`src/hdl/sfr_map_low_part_map.vh`:
```
// addresses, reset values and field positions of the low special register map
// assumes byte-wide accesses from a core on the same clock
//
// How it works
// - reserved bits: write zero, read anything
// - fixed-zero bits always read back zero
// - fixed-one bits always read back one
// - C5h reads adc result, writes dac zero
// - i2c config at C8h, bit5 clears timer
// - i2c control D8h: status read, commands write
// - i2c data D9h: bit7 received/transmit only
// - comparator one ACh: six fields, 7:6 reserved
// - comparator two ADh: same layout as one
// - clock divider at 95h, reset zero
// - data pointer from 83h high, 82h low
// - bit addressable registers take single-bit accesses
`ifndef SFR_MAP_LOW_PART_MAP_VH
`define SFR_MAP_LOW_PART_MAP_VH

// ==========================================
// register addresses
`define ADDR_DATA_POINTER_LOW 8'h82
`define ADDR_DATA_POINTER_HIGH 8'h83
`define ADDR_CPU_CLOCK_DIVIDER 8'h95
`define ADDR_AUXILIARY_FUNCTION 8'hA2
`define ADDR_INTERRUPT_ENABLE_FIRST 8'hA8
`define ADDR_COMPARATOR_ONE 8'hAC
`define ADDR_COMPARATOR_TWO 8'hAD
`define ADDR_ADC_CONTROL 8'hC0
`define ADDR_ADC_RESULT_DAC_ZERO 8'hC5
`define ADDR_DAC_ONE 8'hC6
`define ADDR_I2C_CONFIGURATION 8'hC8
`define ADDR_I2C_CONTROL_STATUS 8'hD8
`define ADDR_I2C_DATA_BIT 8'hD9
`define ADDR_ACCUMULATOR 8'hE0
`define ADDR_INTERRUPT_ENABLE_SECOND 8'hE8
`define ADDR_MULTIPLY_HELPER 8'hF0

// ==========================================
// reset values
`define RST_ZERO 8'h00
`define RST_AUXILIARY_FUNCTION 8'h02
`define RST_ADC_CONTROL 8'h02
`define RST_I2C_CONTROL_STATUS 8'h80
`define RST_I2C_DATA_BIT 8'h80

// ==========================================
// fields and masks
`define AUX_FIXED_ZERO_MASK 8'hFB
`define CMP_STORED_MASK 8'h3C
`define CMP_OUTPUT_BIT 1
`define CMP_FLAG_BIT 0
`define ADC_DONE_FLAG_BIT 4
`define ADC_START_BIT 3
`define I2C_CONFIGURATION_STORED_MASK 8'hD3
`define I2C_CONFIGURATION_CLEAR_TIMER_BIT 5
`define I2C_CONTROL_STATUS_CLEAR_ATTENTION_BIT 7
`define I2C_CONTROL_STATUS_IDLE_BIT 6
`define I2C_CONTROL_STATUS_CLEAR_DATA_READY_BIT 5
`define I2C_CONTROL_STATUS_CLEAR_ARB_LOSS_BIT 4
`define I2C_CONTROL_STATUS_CLEAR_START_BIT 3
`define I2C_CONTROL_STATUS_CLEAR_STOP_BIT 2
`define I2C_CONTROL_STATUS_SEND_REP_START_BIT 1
`define I2C_CONTROL_STATUS_SEND_STOP_BIT 0
`define I2C_DATA_BIT_BIT 7

`endif

```
`src/hdl/sfr_bit_access.v`:
```
// single-bit access helper: splits a bit address and merges one bit into a byte
// assumes the caller supplies the addressed byte image combinationally
`timescale 1ns/1ns
`include "sfr_map_low_part_map.vh"
module sfr_bit_access (
	bit_addr,
	bit_wdata,
	byte_image,
	byte_readback,
	byte_addr,
	bit_addressable,
	merged_data,
	bit_value
);
	input wire [7:0] bit_addr;
	input wire bit_wdata;
	input wire [7:0] byte_image;
	input wire [7:0] byte_readback;
	output wire [7:0] byte_addr;
	output reg bit_addressable;
	output reg [7:0] merged_data;
	output wire bit_value;

	wire [2:0] bit_index;

	// ==========================================
	// bit address split, lsb of register at index 0
	assign byte_addr = {bit_addr[7:3], 3'h0};
	assign bit_index = bit_addr[2:0];
	assign bit_value = byte_readback[bit_index];

	always @* begin
		case (byte_addr)
			`ADDR_ACCUMULATOR,
			`ADDR_ADC_CONTROL,
			`ADDR_MULTIPLY_HELPER,
			`ADDR_I2C_CONFIGURATION,
			`ADDR_I2C_CONTROL_STATUS,
			`ADDR_INTERRUPT_ENABLE_FIRST,
			`ADDR_INTERRUPT_ENABLE_SECOND: bit_addressable = 1'b1;
			default: bit_addressable = 1'b0;
		endcase
	end

	always @* begin
		merged_data = byte_image;
		merged_data[bit_index] = bit_wdata;
	end
endmodule

```
`src/hdl/sfr_map_low_part.v`:
```
// low part of the special register map: byte and bit accesses from the core
// assumes core and peripherals share clk; status inputs need no synchroniser
`timescale 1ns/1ns
`include "sfr_map_low_part_map.vh"
module sfr_map_low_part (
	input wire clk,
	input wire rstn,
	input wire [7:0] sfr_addr,
	input wire sfr_rd,
	input wire sfr_wr,
	input wire [7:0] sfr_wdata,
	output reg [7:0] sfr_rdata,
	output reg sfr_rvalid,
	input wire [7:0] bit_addr,
	input wire bit_rd,
	input wire bit_wr,
	input wire bit_wdata,
	output reg bit_rdata,
	output reg bit_rvalid,
	input wire adc_done,
	input wire [7:0] adc_value,
	input wire comparator_one_output,
	input wire comparator_one_event,
	input wire comparator_two_output,
	input wire comparator_two_event,
	input wire received_bit_strobe,
	input wire received_bit_in,
	input wire attention_event,
	input wire data_ready_event,
	input wire arbitration_lost_event,
	input wire start_seen_event,
	input wire stop_seen_event,
	input wire master_active,
	output wire [7:0] accumulator,
	output wire [7:0] multiply_helper,
	output wire [15:0] data_pointer_pair,
	output wire [7:0] cpu_clock_divider,
	output wire [7:0] auxiliary_function,
	output wire [7:0] interrupt_enable_first,
	output wire [7:0] interrupt_enable_second,
	output wire [7:0] adc_control,
	output wire [7:0] dac_zero_value,
	output wire [7:0] dac_one_value,
	output wire [7:0] comparator_one_control,
	output wire [7:0] comparator_two_control,
	output wire [7:0] i2c_configuration,
	output reg clear_timer_interrupt,
	output reg i2c_idle,
	output reg send_repeated_start,
	output reg send_stop,
	output wire transmit_bit,
	output reg transmit_load
);

	// ==========================================
	// storage
	reg [7:0] acc_reg, mul_reg, dpl_reg, dph_reg, div_reg, aux_reg, interrupt_enable_first_reg, interrupt_enable_second_reg;
	reg [7:0] adc_control_reg, adc_result_reg, adc_result_dac_zero_value_reg, dac_one_value_reg, comparator_one_control_reg, comparator_two_control_reg, i2c_configuration_reg;
	reg rx_bit_reg, attention_reg, data_ready_reg, arb_lost_reg, start_seen_reg, stop_seen_reg, master_reg, tx_bit_reg;
	// full reset images, so the shared received bit takes only bit 7
	localparam [7:0] rst_ctrl_image = `RST_I2C_CONTROL_STATUS;
	localparam [7:0] rst_data_image = `RST_I2C_DATA_BIT;

	wire [7:0] bit_byte_addr;
	wire bit_addressable;
	wire [7:0] bit_merged;
	wire bit_value;
	wire bit_wr_ok;
	wire wr_en;
	wire [7:0] wr_addr;
	wire [7:0] wr_data;
	wire [7:0] sel_addr;
	wire [7:0] i2c_control_status_rd;
	reg [7:0] readback;
	reg [7:0] rmw_image;

	function flag_next;
		input cur;
		input set;
		input clr;
		begin
			// hardware set wins over a clear in the same cycle
			flag_next = set | (cur & ~clr);
		end
	endfunction

	function hit;
		input [7:0] addr;
		input [7:0] target;
		begin
			hit = wr_en && (addr == target);
		end
	endfunction

	// ==========================================
	// access path: byte access wins over bit access
	assign sel_addr = (sfr_rd | sfr_wr) ? sfr_addr : bit_byte_addr;
	assign bit_wr_ok = bit_wr & bit_addressable & ~sfr_wr & ~sfr_rd;
	assign wr_en = sfr_wr | bit_wr_ok;
	assign wr_addr = sfr_wr ? sfr_addr : bit_byte_addr;
	assign wr_data = sfr_wr ? sfr_wdata : bit_merged;

	assign i2c_control_status_rd = {rx_bit_reg, attention_reg, data_ready_reg, arb_lost_reg,
		start_seen_reg, stop_seen_reg, master_reg, 1'b0};

	// nothing in this part of the map is fixed at one
	always @* begin
		case (sel_addr)
			`ADDR_DATA_POINTER_LOW: readback = dpl_reg;
			`ADDR_DATA_POINTER_HIGH: readback = dph_reg;
			`ADDR_CPU_CLOCK_DIVIDER: readback = div_reg;
			`ADDR_AUXILIARY_FUNCTION: readback = aux_reg & `AUX_FIXED_ZERO_MASK;
			`ADDR_INTERRUPT_ENABLE_FIRST: readback = interrupt_enable_first_reg;
			`ADDR_COMPARATOR_ONE: readback = comparator_one_control_reg;
			`ADDR_COMPARATOR_TWO: readback = comparator_two_control_reg;
			`ADDR_ADC_CONTROL: readback = adc_control_reg;
			`ADDR_ADC_RESULT_DAC_ZERO: readback = adc_result_reg;
			`ADDR_DAC_ONE: readback = dac_one_value_reg;
			`ADDR_I2C_CONFIGURATION: readback = i2c_configuration_reg;
			`ADDR_I2C_CONTROL_STATUS: readback = i2c_control_status_rd;
			`ADDR_I2C_DATA_BIT: readback = {rx_bit_reg, 7'h00};
			`ADDR_ACCUMULATOR: readback = acc_reg;
			`ADDR_INTERRUPT_ENABLE_SECOND: readback = interrupt_enable_second_reg;
			`ADDR_MULTIPLY_HELPER: readback = mul_reg;
			default: readback = 8'h00;
		endcase
	end

	// command register is rewritten with only the addressed bit set
	always @* begin
		if (sel_addr == `ADDR_I2C_CONTROL_STATUS) begin
			rmw_image = 8'h00;
		end else begin
			rmw_image = readback;
		end
	end

	sfr_bit_access u_bit_access (
		.bit_addr(bit_addr),
		.bit_wdata(bit_wdata),
		.byte_image(rmw_image),
		.byte_readback(readback),
		.byte_addr(bit_byte_addr),
		.bit_addressable(bit_addressable),
		.merged_data(bit_merged),
		.bit_value(bit_value)
	);

	// ==========================================
	// read answers, one cycle after the strobe
	always @(posedge clk or negedge rstn) begin
		if (!rstn) begin
			sfr_rdata <= 8'h00;
			sfr_rvalid <= 1'b0;
			bit_rdata <= 1'b0;
			bit_rvalid <= 1'b0;
		end else begin
			sfr_rvalid <= sfr_rd;
			bit_rvalid <= bit_rd & ~sfr_rd & ~sfr_wr;
			if (sfr_rd) begin
				sfr_rdata <= readback;
			end
			if (bit_rd & ~sfr_rd & ~sfr_wr) begin
				bit_rdata <= bit_addressable ? bit_value : 1'b0;
			end
		end
	end

	// ==========================================
	// plain read/write registers, and the write-only dac zero value at C5h
	always @(posedge clk or negedge rstn) begin
		if (!rstn) begin
			acc_reg <= `RST_ZERO;
			mul_reg <= `RST_ZERO;
			dpl_reg <= `RST_ZERO;
			dph_reg <= `RST_ZERO;
			div_reg <= `RST_ZERO;
			aux_reg <= `RST_AUXILIARY_FUNCTION;
			interrupt_enable_first_reg <= `RST_ZERO;
			interrupt_enable_second_reg <= `RST_ZERO;
			adc_result_dac_zero_value_reg <= `RST_ZERO;
			dac_one_value_reg <= `RST_ZERO;
		end else begin
			if (hit(wr_addr, `ADDR_ACCUMULATOR)) begin
				acc_reg <= wr_data;
			end
			if (hit(wr_addr, `ADDR_MULTIPLY_HELPER)) begin
				mul_reg <= wr_data;
			end
			if (hit(wr_addr, `ADDR_DATA_POINTER_LOW)) begin
				dpl_reg <= wr_data;
			end
			if (hit(wr_addr, `ADDR_DATA_POINTER_HIGH)) begin
				dph_reg <= wr_data;
			end
			if (hit(wr_addr, `ADDR_CPU_CLOCK_DIVIDER)) begin
				div_reg <= wr_data;
			end
			if (hit(wr_addr, `ADDR_AUXILIARY_FUNCTION)) begin
				// fixed-zero bit 2 stored as zero
				aux_reg <= wr_data & `AUX_FIXED_ZERO_MASK;
			end
			if (hit(wr_addr, `ADDR_INTERRUPT_ENABLE_FIRST)) begin
				interrupt_enable_first_reg <= wr_data;
			end
			if (hit(wr_addr, `ADDR_INTERRUPT_ENABLE_SECOND)) begin
				interrupt_enable_second_reg <= wr_data;
			end
			if (hit(wr_addr, `ADDR_ADC_RESULT_DAC_ZERO)) begin
				adc_result_dac_zero_value_reg <= wr_data;
			end
			if (hit(wr_addr, `ADDR_DAC_ONE)) begin
				dac_one_value_reg <= wr_data;
			end
		end
	end

	// ==========================================
	// adc control and result
	always @(posedge clk or negedge rstn) begin
		if (!rstn) begin
			adc_control_reg <= `RST_ADC_CONTROL;
			adc_result_reg <= `RST_ZERO;
		end else begin
			if (hit(wr_addr, `ADDR_ADC_CONTROL)) begin
				adc_control_reg <= wr_data;
			end
			if (adc_done) begin
				adc_control_reg[`ADC_START_BIT] <= 1'b0;
				adc_control_reg[`ADC_DONE_FLAG_BIT] <= 1'b1;
				adc_result_reg <= adc_value;
			end
		end
	end

	// ==========================================
	// comparators: output bit live, flag sticky
	always @(posedge clk or negedge rstn) begin
		if (!rstn) begin
			comparator_one_control_reg <= `RST_ZERO;
			comparator_two_control_reg <= `RST_ZERO;
		end else begin
			if (hit(wr_addr, `ADDR_COMPARATOR_ONE)) begin
				comparator_one_control_reg[5:2] <= wr_data[5:2];
			end
			if (hit(wr_addr, `ADDR_COMPARATOR_TWO)) begin
				comparator_two_control_reg[5:2] <= wr_data[5:2];
			end
			comparator_one_control_reg[7:6] <= 2'h0;
			comparator_two_control_reg[7:6] <= 2'h0;
			comparator_one_control_reg[`CMP_OUTPUT_BIT] <= comparator_one_output;
			comparator_two_control_reg[`CMP_OUTPUT_BIT] <= comparator_two_output;
			comparator_one_control_reg[`CMP_FLAG_BIT] <= comparator_one_event |
				(hit(wr_addr, `ADDR_COMPARATOR_ONE) ? wr_data[0] : comparator_one_control_reg[0]);
			comparator_two_control_reg[`CMP_FLAG_BIT] <= comparator_two_event |
				(hit(wr_addr, `ADDR_COMPARATOR_TWO) ? wr_data[0] : comparator_two_control_reg[0]);
		end
	end

	// ==========================================
	// i2c configuration and command pulses
	always @(posedge clk or negedge rstn) begin
		if (!rstn) begin
			i2c_configuration_reg <= `RST_ZERO;
			clear_timer_interrupt <= 1'b0;
			i2c_idle <= 1'b0;
			send_repeated_start <= 1'b0;
			send_stop <= 1'b0;
			transmit_load <= 1'b0;
			tx_bit_reg <= rst_data_image[7];
		end else begin
			clear_timer_interrupt <= 1'b0;
			i2c_idle <= 1'b0;
			send_repeated_start <= 1'b0;
			send_stop <= 1'b0;
			transmit_load <= 1'b0;
			if (hit(wr_addr, `ADDR_I2C_CONFIGURATION)) begin
				i2c_configuration_reg <= wr_data & `I2C_CONFIGURATION_STORED_MASK;
				clear_timer_interrupt <= wr_data[`I2C_CONFIGURATION_CLEAR_TIMER_BIT];
			end
			if (hit(wr_addr, `ADDR_I2C_CONTROL_STATUS)) begin
				i2c_idle <= wr_data[`I2C_CONTROL_STATUS_IDLE_BIT];
				send_repeated_start <= wr_data[`I2C_CONTROL_STATUS_SEND_REP_START_BIT];
				send_stop <= wr_data[`I2C_CONTROL_STATUS_SEND_STOP_BIT];
			end
			if (hit(wr_addr, `ADDR_I2C_DATA_BIT)) begin
				tx_bit_reg <= wr_data[`I2C_DATA_BIT_BIT];
				transmit_load <= 1'b1;
			end
		end
	end

	// ==========================================
	// i2c status flags, cleared by one-shot commands
	always @(posedge clk or negedge rstn) begin
		if (!rstn) begin
			rx_bit_reg <= rst_ctrl_image[7];
			attention_reg <= 1'b0;
			data_ready_reg <= 1'b0;
			arb_lost_reg <= 1'b0;
			start_seen_reg <= 1'b0;
			stop_seen_reg <= 1'b0;
			master_reg <= 1'b0;
		end else begin
			if (received_bit_strobe) begin
				rx_bit_reg <= received_bit_in;
			end
			master_reg <= master_active;
			attention_reg <= flag_next(attention_reg, attention_event,
				hit(wr_addr, `ADDR_I2C_CONTROL_STATUS) & wr_data[`I2C_CONTROL_STATUS_CLEAR_ATTENTION_BIT]);
			data_ready_reg <= flag_next(data_ready_reg, data_ready_event,
				hit(wr_addr, `ADDR_I2C_CONTROL_STATUS) & wr_data[`I2C_CONTROL_STATUS_CLEAR_DATA_READY_BIT]);
			arb_lost_reg <= flag_next(arb_lost_reg, arbitration_lost_event,
				hit(wr_addr, `ADDR_I2C_CONTROL_STATUS) & wr_data[`I2C_CONTROL_STATUS_CLEAR_ARB_LOSS_BIT]);
			start_seen_reg <= flag_next(start_seen_reg, start_seen_event,
				hit(wr_addr, `ADDR_I2C_CONTROL_STATUS) & wr_data[`I2C_CONTROL_STATUS_CLEAR_START_BIT]);
			stop_seen_reg <= flag_next(stop_seen_reg, stop_seen_event,
				hit(wr_addr, `ADDR_I2C_CONTROL_STATUS) & wr_data[`I2C_CONTROL_STATUS_CLEAR_STOP_BIT]);
		end
	end

	// ==========================================
	// outputs to the peripherals
	assign accumulator = acc_reg;
	assign multiply_helper = mul_reg;
	assign data_pointer_pair = {dph_reg, dpl_reg};
	assign cpu_clock_divider = div_reg;
	assign auxiliary_function = aux_reg;
	assign interrupt_enable_first = interrupt_enable_first_reg;
	assign interrupt_enable_second = interrupt_enable_second_reg;
	assign adc_control = adc_control_reg;
	assign dac_zero_value = adc_result_dac_zero_value_reg;
	assign dac_one_value = dac_one_value_reg;
	assign comparator_one_control = comparator_one_control_reg;
	assign comparator_two_control = comparator_two_control_reg;
	assign i2c_configuration = i2c_configuration_reg;
	assign transmit_bit = tx_bit_reg;
endmodule

```
`config.mk`:
```
export PLATFORM = sky130hd
export DESIGN_NAME = sfr_map_low_part
export DESIGN_NICKNAME = d
export VERILOG_FILES = /design/src/hdl/sfr_bit_access.v /design/src/hdl/sfr_map_low_part.v
export VERILOG_INCLUDE_DIRS = /design/src /design/src/hdl
export SDC_FILE = /design/constraint.sdc
export NUM_CORES = 1
export LEC_CHECK = 0
export BUFFER_PORTS_ARGS = -buffer_cell sky130_fd_sc_hd__buf_2
export CORE_MARGIN = 10
export CORE_UTILIZATION = 50
export CTS_CLUSTER_SIZE = 20
export DETAILED_ROUTE_END_ITERATION = 12
export GPL_ROUTABILITY_DRIVEN = 0
export PLACE_DENSITY = 0.76
export SLEW_MARGIN = 20
export SYNTH_ARGS = -nofsm -noshare
export SYNTH_HDL_FRONTEND = slang
export SYNTH_HIERARCHICAL = 1
export SYNTH_SLANG_ARGS = --single-unit
```
`constraint.sdc`:
```
create_clock -name clk -period 3.1 [get_ports clk]
set_input_delay 0.62 -clock clk [delete_from_list [all_inputs] [get_ports clk]]
set_output_delay 0.62 -clock clk [all_outputs]
set_load 0.01 [all_outputs]
```
==> qor.yml <==
outcome:
  status: "finished, violations left"
  violations: "negative setup slack"
finish:
  antenna_cells: 0
  drive_gt1_share_pct: 47.9
  fillCellCount: 803
  fin_util_pct: 77.4
  fin_cells: 1180
  nets: 1043
  layout_common_cells: "buf_2, dfrtp_1, buf_4, nand2_1, o21ai_0"
  multi_input_area_sq_mm: 0.00358
  synthToLayoutAreaGrowth_pct: 51.3
  layout_commonest_cell: "buf_2"
  final-seq-area_sq_mm: 0.00341
route:
  first_iter_violations: 1582
  avgViaCountPerCell: 6.64
  vias: 7841
  wire_per_inst_um: 27.6
  routed_wl_mm: 32.6
  drc_errors: 0
  first_pass_iters: 6
  postRouteAntennaNets: 0
pwr:
  netSwitchingFraction_pct: 27.0
  leakagePower_nw: 4.97
  p_per_area_mw_per_mm2: 498
  clkPwrFrac_pct: 46.7
  p_sw_mw: 1.38
  total_power_mw: 5.10
  internal_power_mw: 3.72
  ir_drop_mv: 0.482
  combinationalPowerShare_pct: 15.1
  p_seq_share_pct: 38.2
floorplanning:
  fp.dieH_um: 136
  io_pins: 181
  rows: 42
  start_util_pct: 51.2
  coreArea_sq_mm: 0.0132
  die_x_um: 136
  die-area_sq_mm: 0.0186
place:
  dpl.cell_count: 1101
  io_buffers: 172
  dp_hpwl_mm: 19.1
yosys:
  synth-edff-count: 0
  synthTopCellsByArea: "dfrtp_1, o21ai_0, nand2_1, a22oi_1, mux2_2"
  avgSynthCellArea_sq_um: 9.80
  synth.ff_latch_count: 136
  async_reset_ff_share_pct: 100
  ys.flop_type: "dfrtp_1"
  yosys.area.top_type_share_pct: 48.8
  ys_warn_count: 6
  syn_area_sq_mm: 0.00677
  yosys.area.top_type: "dfrtp_1"
  ys_seq_area_share_pct: 50.3
  synthDistinctLibCells: 56
  synthCells: 691
clocking:
  clk_pin_slew_worst_paths_ps: 70
  cts_buffers: 17
  cts_max_path_buffers: 2
  clock-sinks: 136
  clock_latency_ps: 440
  cts_tree: "built"
  clockRootBuffer: "clkbuf_16"
  htree_levels: 4
global_route:
  grt_pass1_vias: 7183
  antenna_found_initial: 0
  grt_pass1_wl_mm: 42.0
  overflow: 0
  grt_max_degree: 83
  grt_util_all_layers_pct: 29.8
sta:
  final_hold_viol_count: 0
  rsz0062_at_grt: "true"
  fmax_mhz: 275
  fin_crit_sh_pct: 117
  slew_headroom_pct: 48.2
  worstMarginPinSlew_ps: 777
  final-setup-viol-count: 113
  slew_violations: 0
  finalCriticalPeriod_ps: 3630
  tns_ps: -24050
  fin_worst_skew_ps: 8.59
  fin_ws_ps: -532
worst_setup_path:
  crit_arrival_ps: 3910
  crit_path_start: "sfr_rd"
  worst_setup_path_end_kind: "register"
  cp_max_fo: 15
  startpoint_type: "primary input"
  r2r_slack_ps: 480
  reg2regPathDepth: 8
  reg2reg_to: "dph_reg[1]$_DFFE_PN0P_"
  path_class: "in2reg"
  required_ps: 3380
  r2r_start: "dpl_reg[1]$_DFFE_PN0P_"
job:
  cap_violations: 0
hold_path:
  min_path_type: "in2async"
-- cell usage after synthesis (all sizes together) (8+ instances only) --
library cell / instances
dfrtp: 132
nand2: 108
o21ai: 94
nor2: 47
a22oi: 34
a21oi: 31
buf: 29
clkbuf: 26
mux2: 24
nor4: 20
inv: 14
mux2i: 13
nand3: 13
nand2b: 10
a222oi: 8
a31oi: 8
nor3: 8
nor3b: 8
-- kinds of logic (layout without fill, tap and decap cells) --
family | count (synthesis) | in the layout | synth area share (%)
flip-flops | 136 | 136 | 50.3
multiplexers | 39 | 39 | 6.80
AO/OA/AOI/OAI | 189 | 191 | 18.1
XOR/XNOR | 1 | 1 | 0.129
buffers and inverters | 69 | 371 | 5.30
AND/OR/NAND/NOR | 255 | 255 | 19.2
other | 2 | 11 | 0.111
-- worst max path at each step --
stage | to | slack (ps) | cells after the start
final | accumulator[2]$_DFFE_PN0P_ | -530 | 16
after global routing | accumulator[2]$_DFFE_PN0P_ | -570 | 16
after CTS | interrupt_enable_second[2]$_DFFE_PN0P_ | -60 | 14
after detailed placement | arb_lost_reg$_DFF_PN0_ | -910 | 15
after global placement | arb_lost_reg$_DFF_PN0_ | -900 | 15
after floorplan | bit_rdata$_DFFE_PN0P_ | -100 | 13
-- what timing repair did --
action / CTS / global route
setup endpoints to repair: 113 / 112
gates resized for setup: 63 / 99
pin swaps: 22 / 40
hold buffers: 0 / 0
cloned: 3 / 0
buffers inserted: 22 / 23
-- area by class of cell --
class	instances	share of cell area, %
clock buffers	18	4.29
clock inverters	14	2.37
inverters	14	0.513
multi-input cells	497	34.9
flip-flops and latches	136	33.3
well taps	176	2.15
repair buffers	325	22.5
-- metal layers --
layer | global-route usage, % | vias to the layer above | share of wire (%)
met2 | 44.7 | 868 | 42
li1 | - | 3078 | -
met4 | 15.3 | 0 | 7.9
met1 | 36.5 | 3644 | 33
met5 | 0 | - | 0
met3 | 11.7 | 251 | 17
-- power groups by stage --
stage / registers [mW] / logic (mW) / clock network, mW
after global placement: 1.97 / 0.557 / 0
after detailed placement: 1.97 / 0.568 / 0
after floorplan: 1.98 / 0.244 / 0
after CTS: 1.94 / 0.646 / 2.36
final: 1.95 / 0.772 / 2.38
after global routing: 1.95 / 0.808 / 2.44
-- metrics by stage --
stage	setup WS (ps)	hold WS (ps)	cell area, sq um
after floorplan	-103	324	6890
after global placement	-897	460	8560
after detailed placement	-912	471	8560
after CTS	-55.8	262	9740
after global routing	-572	284	10200
final	-532	226	10200
-- worst max-delay path: stages --
cell     delay, ps
buf_6           90
buf_6          150
nor4_1         380
buf_4          200
a31oi_4         40
buf_4          210
nor4_4         630
a22oi_1        220
and3_1         240
nand3_2         90
nor2b_4        130
mux2_4         150
mux2i_4         90
buf_6          150
buf_6          100
o21ai_0        400
Note: power is estimated with default switching activity, not from simulation.
